===== config.mk =====
export PLATFORM = sky130hd
export DESIGN_NAME = laser_power_fault_control
export DESIGN_NICKNAME = d
export VERILOG_FILES = /design/src/common/laser_pkg.sv /design/src/logic/laser_power_fault_control.sv
export SDC_FILE = /design/constraint.sdc
export NUM_CORES = 1
export LEC_CHECK = 0
export ABC_AREA = 0
export ABC_CLOCK_PERIOD_IN_PS = 3700
export BUFFER_PORTS_ARGS = -buffer_cell sky130_fd_sc_hd__buf_2
export CORE_ASPECT_RATIO = 1.2
export CORE_MARGIN = 5
export CORE_UTILIZATION = 60
export DETAILED_ROUTE_END_ITERATION = 10
export PLACE_DENSITY_LB_ADDON = 0.3
export SETUP_SLACK_MARGIN = 0.02
export SLEW_MARGIN = 20
export SYNTH_ARGS = -nofsm -noshare
export SYNTH_HDL_FRONTEND = slang
export SYNTH_SLANG_ARGS = --single-unit

===== constraint.sdc =====
create_clock -name sys_clk -period 3.7 [get_ports sys_clk]
set_input_delay 0.37 -clock sys_clk [delete_from_list [all_inputs] [get_ports sys_clk]]
set_output_delay 0.37 -clock sys_clk [all_outputs]
set_load 0.01 [all_outputs]

===== src/common/laser_pkg.sv =====
// Package: register map, field layout, timing and carrier types for the laser safety block
package laser_pkg;
    localparam logic [7:0] OFS_CTRL_PRIMARY = 8'h1A; // Range, calibration enable
    localparam logic [7:0] OFS_CURRENT_CODE = 8'h1C; // Laser current code
    localparam logic [7:0] OFS_CURRENT_INV = 8'h1D; // Complement of current code
    localparam logic [7:0] OFS_CTRL_COMPLEMENT = 8'h1F; // Complement of range field
    localparam int RANGE_HI = 7; // Range field top bit
    localparam int RANGE_LO = 6; // Range field bottom bit
    localparam int CAL_HI = 3; // Calibration field top bit
    localparam int CAL_LO = 1; // Calibration field bottom bit
    localparam logic [7:0] CTRL_RESET = 8'h00; // Control reset value
    localparam logic [7:0] CODE_RESET = 8'h00; // Current code reset value
    localparam logic [7:0] INV_RESET = 8'hFF; // Inverse code reset value
    localparam logic [7:0] CTRL_C_RESET = 8'hC0; // Complement reset value
    localparam int CLK_MHZ = 25; // System clock rate
    localparam int PULSE_PERIOD_US = 10; // Pulsed drive period
    localparam int PULSE_ON_US = 1; // Pulsed drive on time
    localparam int PULSE_PERIOD_CYC = PULSE_PERIOD_US * CLK_MHZ; // Period in cycles
    localparam int PULSE_ON_CYC = PULSE_ON_US * CLK_MHZ; // On time in cycles
    localparam int TEST_PERIOD_US = 40; // Self-test interval
    localparam int TEST_PERIOD_CYC = TEST_PERIOD_US * CLK_MHZ; // Interval in cycles
    localparam int TEST_SETTLE_CYC = 4; // Cycles pin held low before check

    // Register write request from the serial port
    typedef struct packed {
        logic       wr;   // Write strobe
        logic [7:0] addr; // Register offset
        logic [7:0] data; // Write data
    } reg_req_t;

    // Self-test sequencer states
    typedef enum logic [1:0] {ST_IDLE, ST_PULL, ST_CHECK} test_state_t;
endpackage


===== src/logic/laser_power_fault_control.sv =====
// Laser drive control with single-fault detection and continuous self-test
module laser_power_fault_control
    import laser_pkg::*;
(
    input wire logic sys_clk, // System clock, 25 MHz
    input wire logic rst, // Synchronous reset, active high
    input wire laser_pkg::reg_req_t req, // Register write request
    input wire logic [7:0] rd_addr, // Register read offset
    output logic [7:0] rd_data, // Registered read data
    input wire logic laser_fault_sense_pin_i, // Sense pin level in
    output logic laser_fault_sense_pin_o, // Sense pin drive value
    output logic laser_fault_sense_pin_oe, // Sense pin pull-down enable
    output logic laser_supply_enable_n, // Laser supply enable, active low
    output logic laser_drive_on, // Current source on
    output logic [7:0] laser_drive_code, // Current code to source
    output logic [1:0] laser_drive_range, // Range to source
    output logic fault_flag // Latched fault status
);
    import laser_pkg::*;

    logic [7:0] ctrl_reg, ctrl_next; // Primary control
    logic [7:0] code_reg, code_next; // Current code
    logic [7:0] inv_reg, inv_next; // Inverse code
    logic [7:0] ctrl_c_reg, ctrl_c_next; // Complement control
    logic [7:0] rd_reg, rd_next; // Read data
    logic fault_reg, fault_next; // Latched fault
    logic [8:0] pulse_cnt_reg, pulse_cnt_next; // Pulse period counter
    logic [10:0] test_cnt_reg, test_cnt_next; // Self-test interval counter
    logic [2:0] settle_reg, settle_next; // Pull settle counter
    test_state_t test_reg, test_next; // Self-test state
    logic drive_reg, drive_next; // Drive on
    logic cal_mode; // Calibration enabled
    logic ground_fault; // Pin pulled to ground externally
    logic test_fail; // Self-test saw pin high
    logic supply_enable_n_next; // Supply enable next, high cuts supply
    logic pull_en_next; // Pull-down enable next

    // Calibration enabled by any bit of field
    assign cal_mode = |ctrl_reg[CAL_HI:CAL_LO];
    // External short to ground while not self-testing
    assign ground_fault = (test_reg == ST_IDLE) && !laser_fault_sense_pin_i;
    // Pin fails to follow internal pull-down
    assign test_fail = (test_reg == ST_CHECK) && laser_fault_sense_pin_i;

    // Register file next values
    always_comb begin
        ctrl_next = ctrl_reg;
        code_next = code_reg;
        inv_next = inv_reg;
        ctrl_c_next = ctrl_c_reg;
        if (req.wr) begin
            // Decode write offset
            case (req.addr)
                OFS_CTRL_PRIMARY: ctrl_next = req.data;
                OFS_CURRENT_CODE: code_next = req.data;
                OFS_CURRENT_INV: inv_next = req.data;
                OFS_CTRL_COMPLEMENT: ctrl_c_next = req.data;
                default: ;
            endcase
        end
        // Read mux, unmapped reads zero
        case (rd_addr)
            OFS_CTRL_PRIMARY: rd_next = ctrl_reg;
            OFS_CURRENT_CODE: rd_next = code_reg;
            OFS_CURRENT_INV: rd_next = inv_reg;
            OFS_CTRL_COMPLEMENT: rd_next = ctrl_c_reg;
            default: rd_next = 8'h00;
        endcase
    end

    // Register file storage
    always_ff @(posedge sys_clk) begin
        if (rst) begin
            ctrl_reg <= CTRL_RESET;
            code_reg <= CODE_RESET;
            inv_reg <= INV_RESET;
            ctrl_c_reg <= CTRL_C_RESET;
            rd_reg <= 8'h00;
        end else begin
            ctrl_reg <= ctrl_next;
            code_reg <= code_next;
            inv_reg <= inv_next;
            ctrl_c_reg <= ctrl_c_next;
            rd_reg <= rd_next;
        end
    end

    // Self-test sequencer and fault latch
    always_comb begin
        test_next = test_reg;
        test_cnt_next = test_cnt_reg;
        settle_next = settle_reg;
        fault_next = fault_reg || ground_fault || test_fail;
        case (test_reg)
            ST_IDLE: begin
                // Wait for next test slot
                if (test_cnt_reg == 11'(TEST_PERIOD_CYC - 1)) begin
                    test_cnt_next = 11'h000;
                    settle_next = 3'h0;
                    test_next = ST_PULL;
                end else begin
                    test_cnt_next = test_cnt_reg + 11'h001;
                end
            end
            ST_PULL: begin
                // Laser off, pin pulled low, let it settle
                if (settle_reg == 3'(TEST_SETTLE_CYC - 1)) begin
                    test_next = ST_CHECK;
                end else begin
                    settle_next = settle_reg + 3'h1;
                end
            end
            ST_CHECK: test_next = ST_IDLE; // One-cycle sample
            default: test_next = ST_IDLE;
        endcase
    end

    // Self-test registers
    always_ff @(posedge sys_clk) begin
        if (rst) begin
            test_reg <= ST_IDLE;
            test_cnt_reg <= 11'h000;
            settle_reg <= 3'h0;
            fault_reg <= 1'h0;
        end else begin
            test_reg <= test_next;
            test_cnt_reg <= test_cnt_next;
            settle_reg <= settle_next;
            fault_reg <= fault_next;
        end
    end

    // Drive timing: pulsed or continuous
    always_comb begin
        if (pulse_cnt_reg == 9'(PULSE_PERIOD_CYC - 1)) begin
            pulse_cnt_next = 9'h000;
        end else begin
            pulse_cnt_next = pulse_cnt_reg + 9'h001;
        end
        if (fault_next || test_next != ST_IDLE) begin
            drive_next = 1'h0;
        end else if (cal_mode) begin
            drive_next = 1'h1;
        end else begin
            drive_next = (pulse_cnt_next < 9'(PULSE_ON_CYC));
        end
    end

    // Drive registers
    always_ff @(posedge sys_clk) begin
        if (rst) begin
            pulse_cnt_reg <= 9'h000;
            drive_reg <= 1'h0;
        end else begin
            pulse_cnt_reg <= pulse_cnt_next;
            drive_reg <= drive_next;
        end
    end

    // Output next values
    always_comb begin
        // Supply cut on fault or during test
        supply_enable_n_next = fault_next || (test_next != ST_IDLE);
        // Pin pulled low only while testing
        pull_en_next = (test_next != ST_IDLE);
    end

    // Outputs, all from flip-flops
    always_ff @(posedge sys_clk) begin
        if (rst) begin
            laser_supply_enable_n <= 1'h0;
            laser_fault_sense_pin_oe <= 1'h0;
            laser_fault_sense_pin_o <= 1'h0;
            laser_drive_code <= 8'h00;
            laser_drive_range <= 2'h0;
            fault_flag <= 1'h0;
        end else begin
            laser_supply_enable_n <= supply_enable_n_next;
            laser_fault_sense_pin_oe <= pull_en_next;
            laser_fault_sense_pin_o <= 1'h0;
            laser_drive_code <= code_reg;
            laser_drive_range <= ctrl_reg[RANGE_HI:RANGE_LO];
            fault_flag <= fault_next;
        end
    end
    assign rd_data = rd_reg;
    assign laser_drive_on = drive_reg;
endmodule


==> impl_metrics.prom <==
# TYPE chip_impl_metric gauge
chip_impl_info{name="run_status",value="finished clean"} 1
chip_impl_metric{name="grt_usage",unit="%"} 20.4
chip_impl_metric{name="synth_edf_count",unit=""} 0
chip_impl_metric{name="cts_buffer_depth",unit=""} 2
chip_impl_metric{name="worst-slew-pin-transition",unit="ps"} 632
chip_impl_metric{name="layout-drive-gt1-share",unit="%"} 19.3
chip_impl_metric{name="finalMaxSlewViolations",unit=""} 0
chip_impl_metric{name="grt_pass1_wl",unit="um"} 11700
chip_impl_metric{name="post_cts_sizing_count",unit=""} 0
chip_impl_metric{name="fraction_of_registers_with_async_set_or_reset_after_synthesis",unit="%"} 0
chip_impl_metric{name="cts_post_setup_buffers_inserted",unit=""} 0
chip_impl_metric{name="critical_path.max_fanout",unit=""} 8
chip_impl_info{name="critical_path_type",value="in2reg"} 1
chip_impl_info{name="setup_repair_after_global_routing_missed_its_margin",value="no"} 1
chip_impl_metric{name="worstPathRequired",unit="ps"} 3920
chip_impl_metric{name="ctsHoldBuffers",unit=""} 0
chip_impl_metric{name="gpl.final_weighted_congestion",unit=""} 0.861
chip_impl_metric{name="share_of_synthesized_area_spent_on_multiplexers",unit="%"} 6.52
chip_impl_metric{name="io_pins",unit=""} 51
chip_impl_metric{name="report.final.setup_viol",unit=""} 0
chip_impl_metric{name="dieHeight",unit="um"} 92.2
chip_impl_metric{name="p_leak",unit="nW"} 1.66
chip_impl_metric{name="htree_num_levels",unit=""} 3
chip_impl_info{name="clock-root-buffer",value="clkbuf_8"} 1
chip_impl_metric{name="postSynthNetCount",unit=""} 389
chip_impl_info{name="cell_breakdown_of_the_critical_path",value="buf_2 > nand4bb_4 > nor3b_4 > and4bb_1 > mux2i_1 > nor2_1"} 1
chip_impl_metric{name="remaining_drc_errors",unit=""} 0
chip_impl_metric{name="n_fill_cell",unit=""} 446
chip_impl_metric{name="clock_insertion_delay_worst_skew",unit="ps"} 350
chip_impl_metric{name="total_clock_buffers_created_by_cts",unit=""} 9
chip_impl_metric{name="design.die.area",unit="sq um"} 7240
chip_impl_metric{name="drt-total-wl",unit="um"} 6820
chip_impl_info{name="timing.critical_path.from_type",value="input pin"} 1
chip_impl_metric{name="yosysWarningCount",unit=""} 0
chip_impl_metric{name="normalized_max_slew_margin",unit="%"} 57.6
chip_impl_metric{name="coreArea",unit="sq um"} 5560
chip_impl_metric{name="timing.final.hold_violations",unit=""} 0
chip_impl_metric{name="synth-compound-area-share",unit="%"} 13.2
chip_impl_metric{name="initial_core_util",unit="%"} 60.8
chip_impl_info{name="synthFlopType",value="dfxtp_1"} 1
chip_impl_metric{name="drt_first_iter_violations",unit=""} 200
chip_impl_metric{name="synth_top_cell_area_share",unit="%"} 46.8
chip_impl_info{name="cp-end-kind",value="flop"} 1
chip_impl_metric{name="synth_sequential_area_ratio",unit="%"} 46.8
chip_impl_info{name="critPathTopFamily",value="simple AND/OR/NAND/NOR gates"} 1
chip_impl_metric{name="dpl.cell_count",unit=""} 453
chip_impl_metric{name="syn_avg_cell_area",unit="sq um"} 9.49
chip_impl_metric{name="die_width",unit="um"} 78.5
chip_impl_metric{name="mappedNetlistArea",unit="sq um"} 3380
chip_impl_metric{name="postPlaceCellArea",unit="sq um"} 3630
chip_impl_info{name="synthTopCellsByCount",value="dfxtp_1 (79), nor2_1 (64), mux2i_1 (22)"} 1
chip_impl_metric{name="grt_overflow",unit=""} 0
chip_impl_info{name="synth.top_cells.by_area",value="dfxtp_1 (47%), nor2_1 (7.1%), mux2i_1 (6.5%)"} 1
chip_impl_metric{name="cts.sinks",unit=""} 79
chip_impl_metric{name="max_freq",unit="MHz"} 582
chip_impl_metric{name="ys_types",unit=""} 54
chip_impl_metric{name="placement.io_buffers",unit=""} 49
chip_impl_info{name="synth_area_leader_cell",value="dfxtp_1"} 1
chip_impl_info{name="yosysMostFrequentCell",value="dfxtp_1"} 1
chip_impl_metric{name="clock-skew-final",unit="ps"} 9.36
chip_impl_metric{name="xor_xnor_share_of_the_synthesized_area",unit="%"} 4.93
chip_impl_metric{name="worst_ir_drop_on_vdd",unit="mV"} 0.324
chip_impl_metric{name="setup_tns",unit="ps"} 0
chip_impl_info{name="main_combinational_cell_family_by_area_after_synthesis",value="simple AND/OR/NAND/NOR gates"} 1
chip_impl_metric{name="grt_antenna_before_repair",unit=""} 0
chip_impl_metric{name="register_bit_count_reported_by_yosys",unit=""} 79
chip_impl_metric{name="floorplan.rows",unit=""} 30
chip_impl_metric{name="final_net_count",unit=""} 433
chip_impl_info{name="tritoncts",value="done"} 1
chip_impl_metric{name="cp_data_arrival_time",unit="ps"} 1940
chip_impl_metric{name="timing.final.crit_share",unit="%"} 46.4
chip_impl_metric{name="synth_simple_gate_area_share",unit="%"} 22.7
chip_impl_metric{name="synthCells",unit=""} 356
chip_impl_metric{name="detail_route.first_pass.iterations",unit=""} 4
chip_impl_metric{name="routedWlPerCell",unit="um"} 14.5
chip_impl_metric{name="largest_register_ffs",unit=""} 11
chip_impl_metric{name="area_of_combinational_cells_with_multiple_inputs",unit="sq um"} 1670
chip_impl_metric{name="first_global_vias",unit=""} 2563
chip_impl_metric{name="areaGrowthSynthToFinish",unit="%"} 13.8
chip_impl_metric{name="detailroute.via_count",unit=""} 2647
chip_impl_metric{name="regArea",unit="sq um"} 1580
chip_impl_metric{name="insertedDiodeCount",unit=""} 0
chip_impl_metric{name="layout_min_cycle_time",unit="ps"} 1720
chip_impl_metric{name="path_clk_slew",unit="ps"} 90
chip_impl_metric{name="grt_start_max_net_pins",unit=""} 35
chip_impl_metric{name="drt-vias-per-instance",unit=""} 5.64
chip_impl_metric{name="cp.buffers_inverters",unit=""} 1
chip_impl_metric{name="max-cap-violations",unit=""} 0
chip_impl_metric{name="synth-adder-area-share",unit="%"} 1.85
chip_impl_info{name="timing.hold.worst.class",value="in2reg"} 1
chip_impl_info{name="critPathSlowestCell",value="and4bb_1"} 1
chip_impl_metric{name="count_of_antenna_violating_nets_left_after_detailed_routing",unit=""} 0
chip_impl_metric{name="fin_area",unit="sq um"} 3840
chip_impl_metric{name="p_per_area",unit="nW/um^2"} 431
chip_impl_metric{name="dp.final_hpwl",unit="um"} 4690
chip_impl_metric{name="worst_path_largest_cell_delay",unit="ps"} 590
chip_impl_metric{name="final_cell_count_no_fill",unit=""} 469
[stage by stage]
step                power [mW]  util (%)  hold WS, ps  worst slack, ps
global placement         0.968      65.3          441             1700
floorplan                0.936         -          432             2060
finish                    1.66      69.2          299             1980
CTS                       1.67      69.2          291             1990
global route              1.71      69.2          312             1810
detailed placement       0.971      65.3          444             1620
[cell families after synthesis]
kind of cell,Yosys count
other cells,1
mux,22
simple gates,139
xor+xnor,19
fa+ha+maj,5
flops,79
buf+inv,29
compound gates,62
[power breakdown]
group / switching (mW) / leakage [nW] / internal (mW)
Clock: 0.322 / 0.110 / 0.382
Combinational: 0.0492 / 0.910 / 0.0340
Sequential: 0.0101 / 0.639 / 0.858
[layout make-up]
cell class,instances,area share [%]
multi-input cells,248,43.3
flip-flops and latches,79,41.1
repair buffers,50,6.57
clock buffers,9,3.22
clock inverters,7,2.47
well taps,64,2.08
inverters,12,1.17
[metal layers]
metal	up-vias	GRT usage (%)	share of wire (%)	routed length [um]
li1	1327	-	-	-
met1	1222	25.8	43	2960
met2	79	32.2	49	3320
met3	19	4.42	5.0	344
met4	0	10.9	2.8	190
met5	-	0	0	0
[worst reg2reg max path, cell delays in order, from the launching register on]
cell,delay [ps]
dfxtp_1,410
or4b_4,500
nor3_4,260
a21boi_1,150
o21ai_0,160
a21oi_1,80
[final timing paths]
kind / startpoint / endpoint / slack, ps / depth (start not counted)
worst max-delay path: req[14] / code_reg[0] / 1980 / 6
worst min register to register: ctrl_c_reg[1] / rd_data[1] / 460 / 2
worst max register to register: test_cnt_reg[2] / settle_reg[1] / 2000 / 5
worst min-delay path: req[5] / ctrl_reg[5] / 300 / 3
[layout by cell type (no fill, tap or decap), types with 3 or more instances in the layout]
master	n
and3_1	4
nor3_1	6
nor3_2	3
clkbuf_8	9
buf_2	49
ha_1	5
mux2i_1	22
a211o_1	10
a22oi_1	9
nand2_1	19
xnor2_1	10
a22o_1	8
nor2_1	64
o21ai_0	3
nor2b_1	13
a211oi_1	3
nand4_1	6
xor2_1	9
inv_1	12
dfxtp_1	79
nand3_1	3
a21oi_1	14
Power figures use the tool's default switching activity.
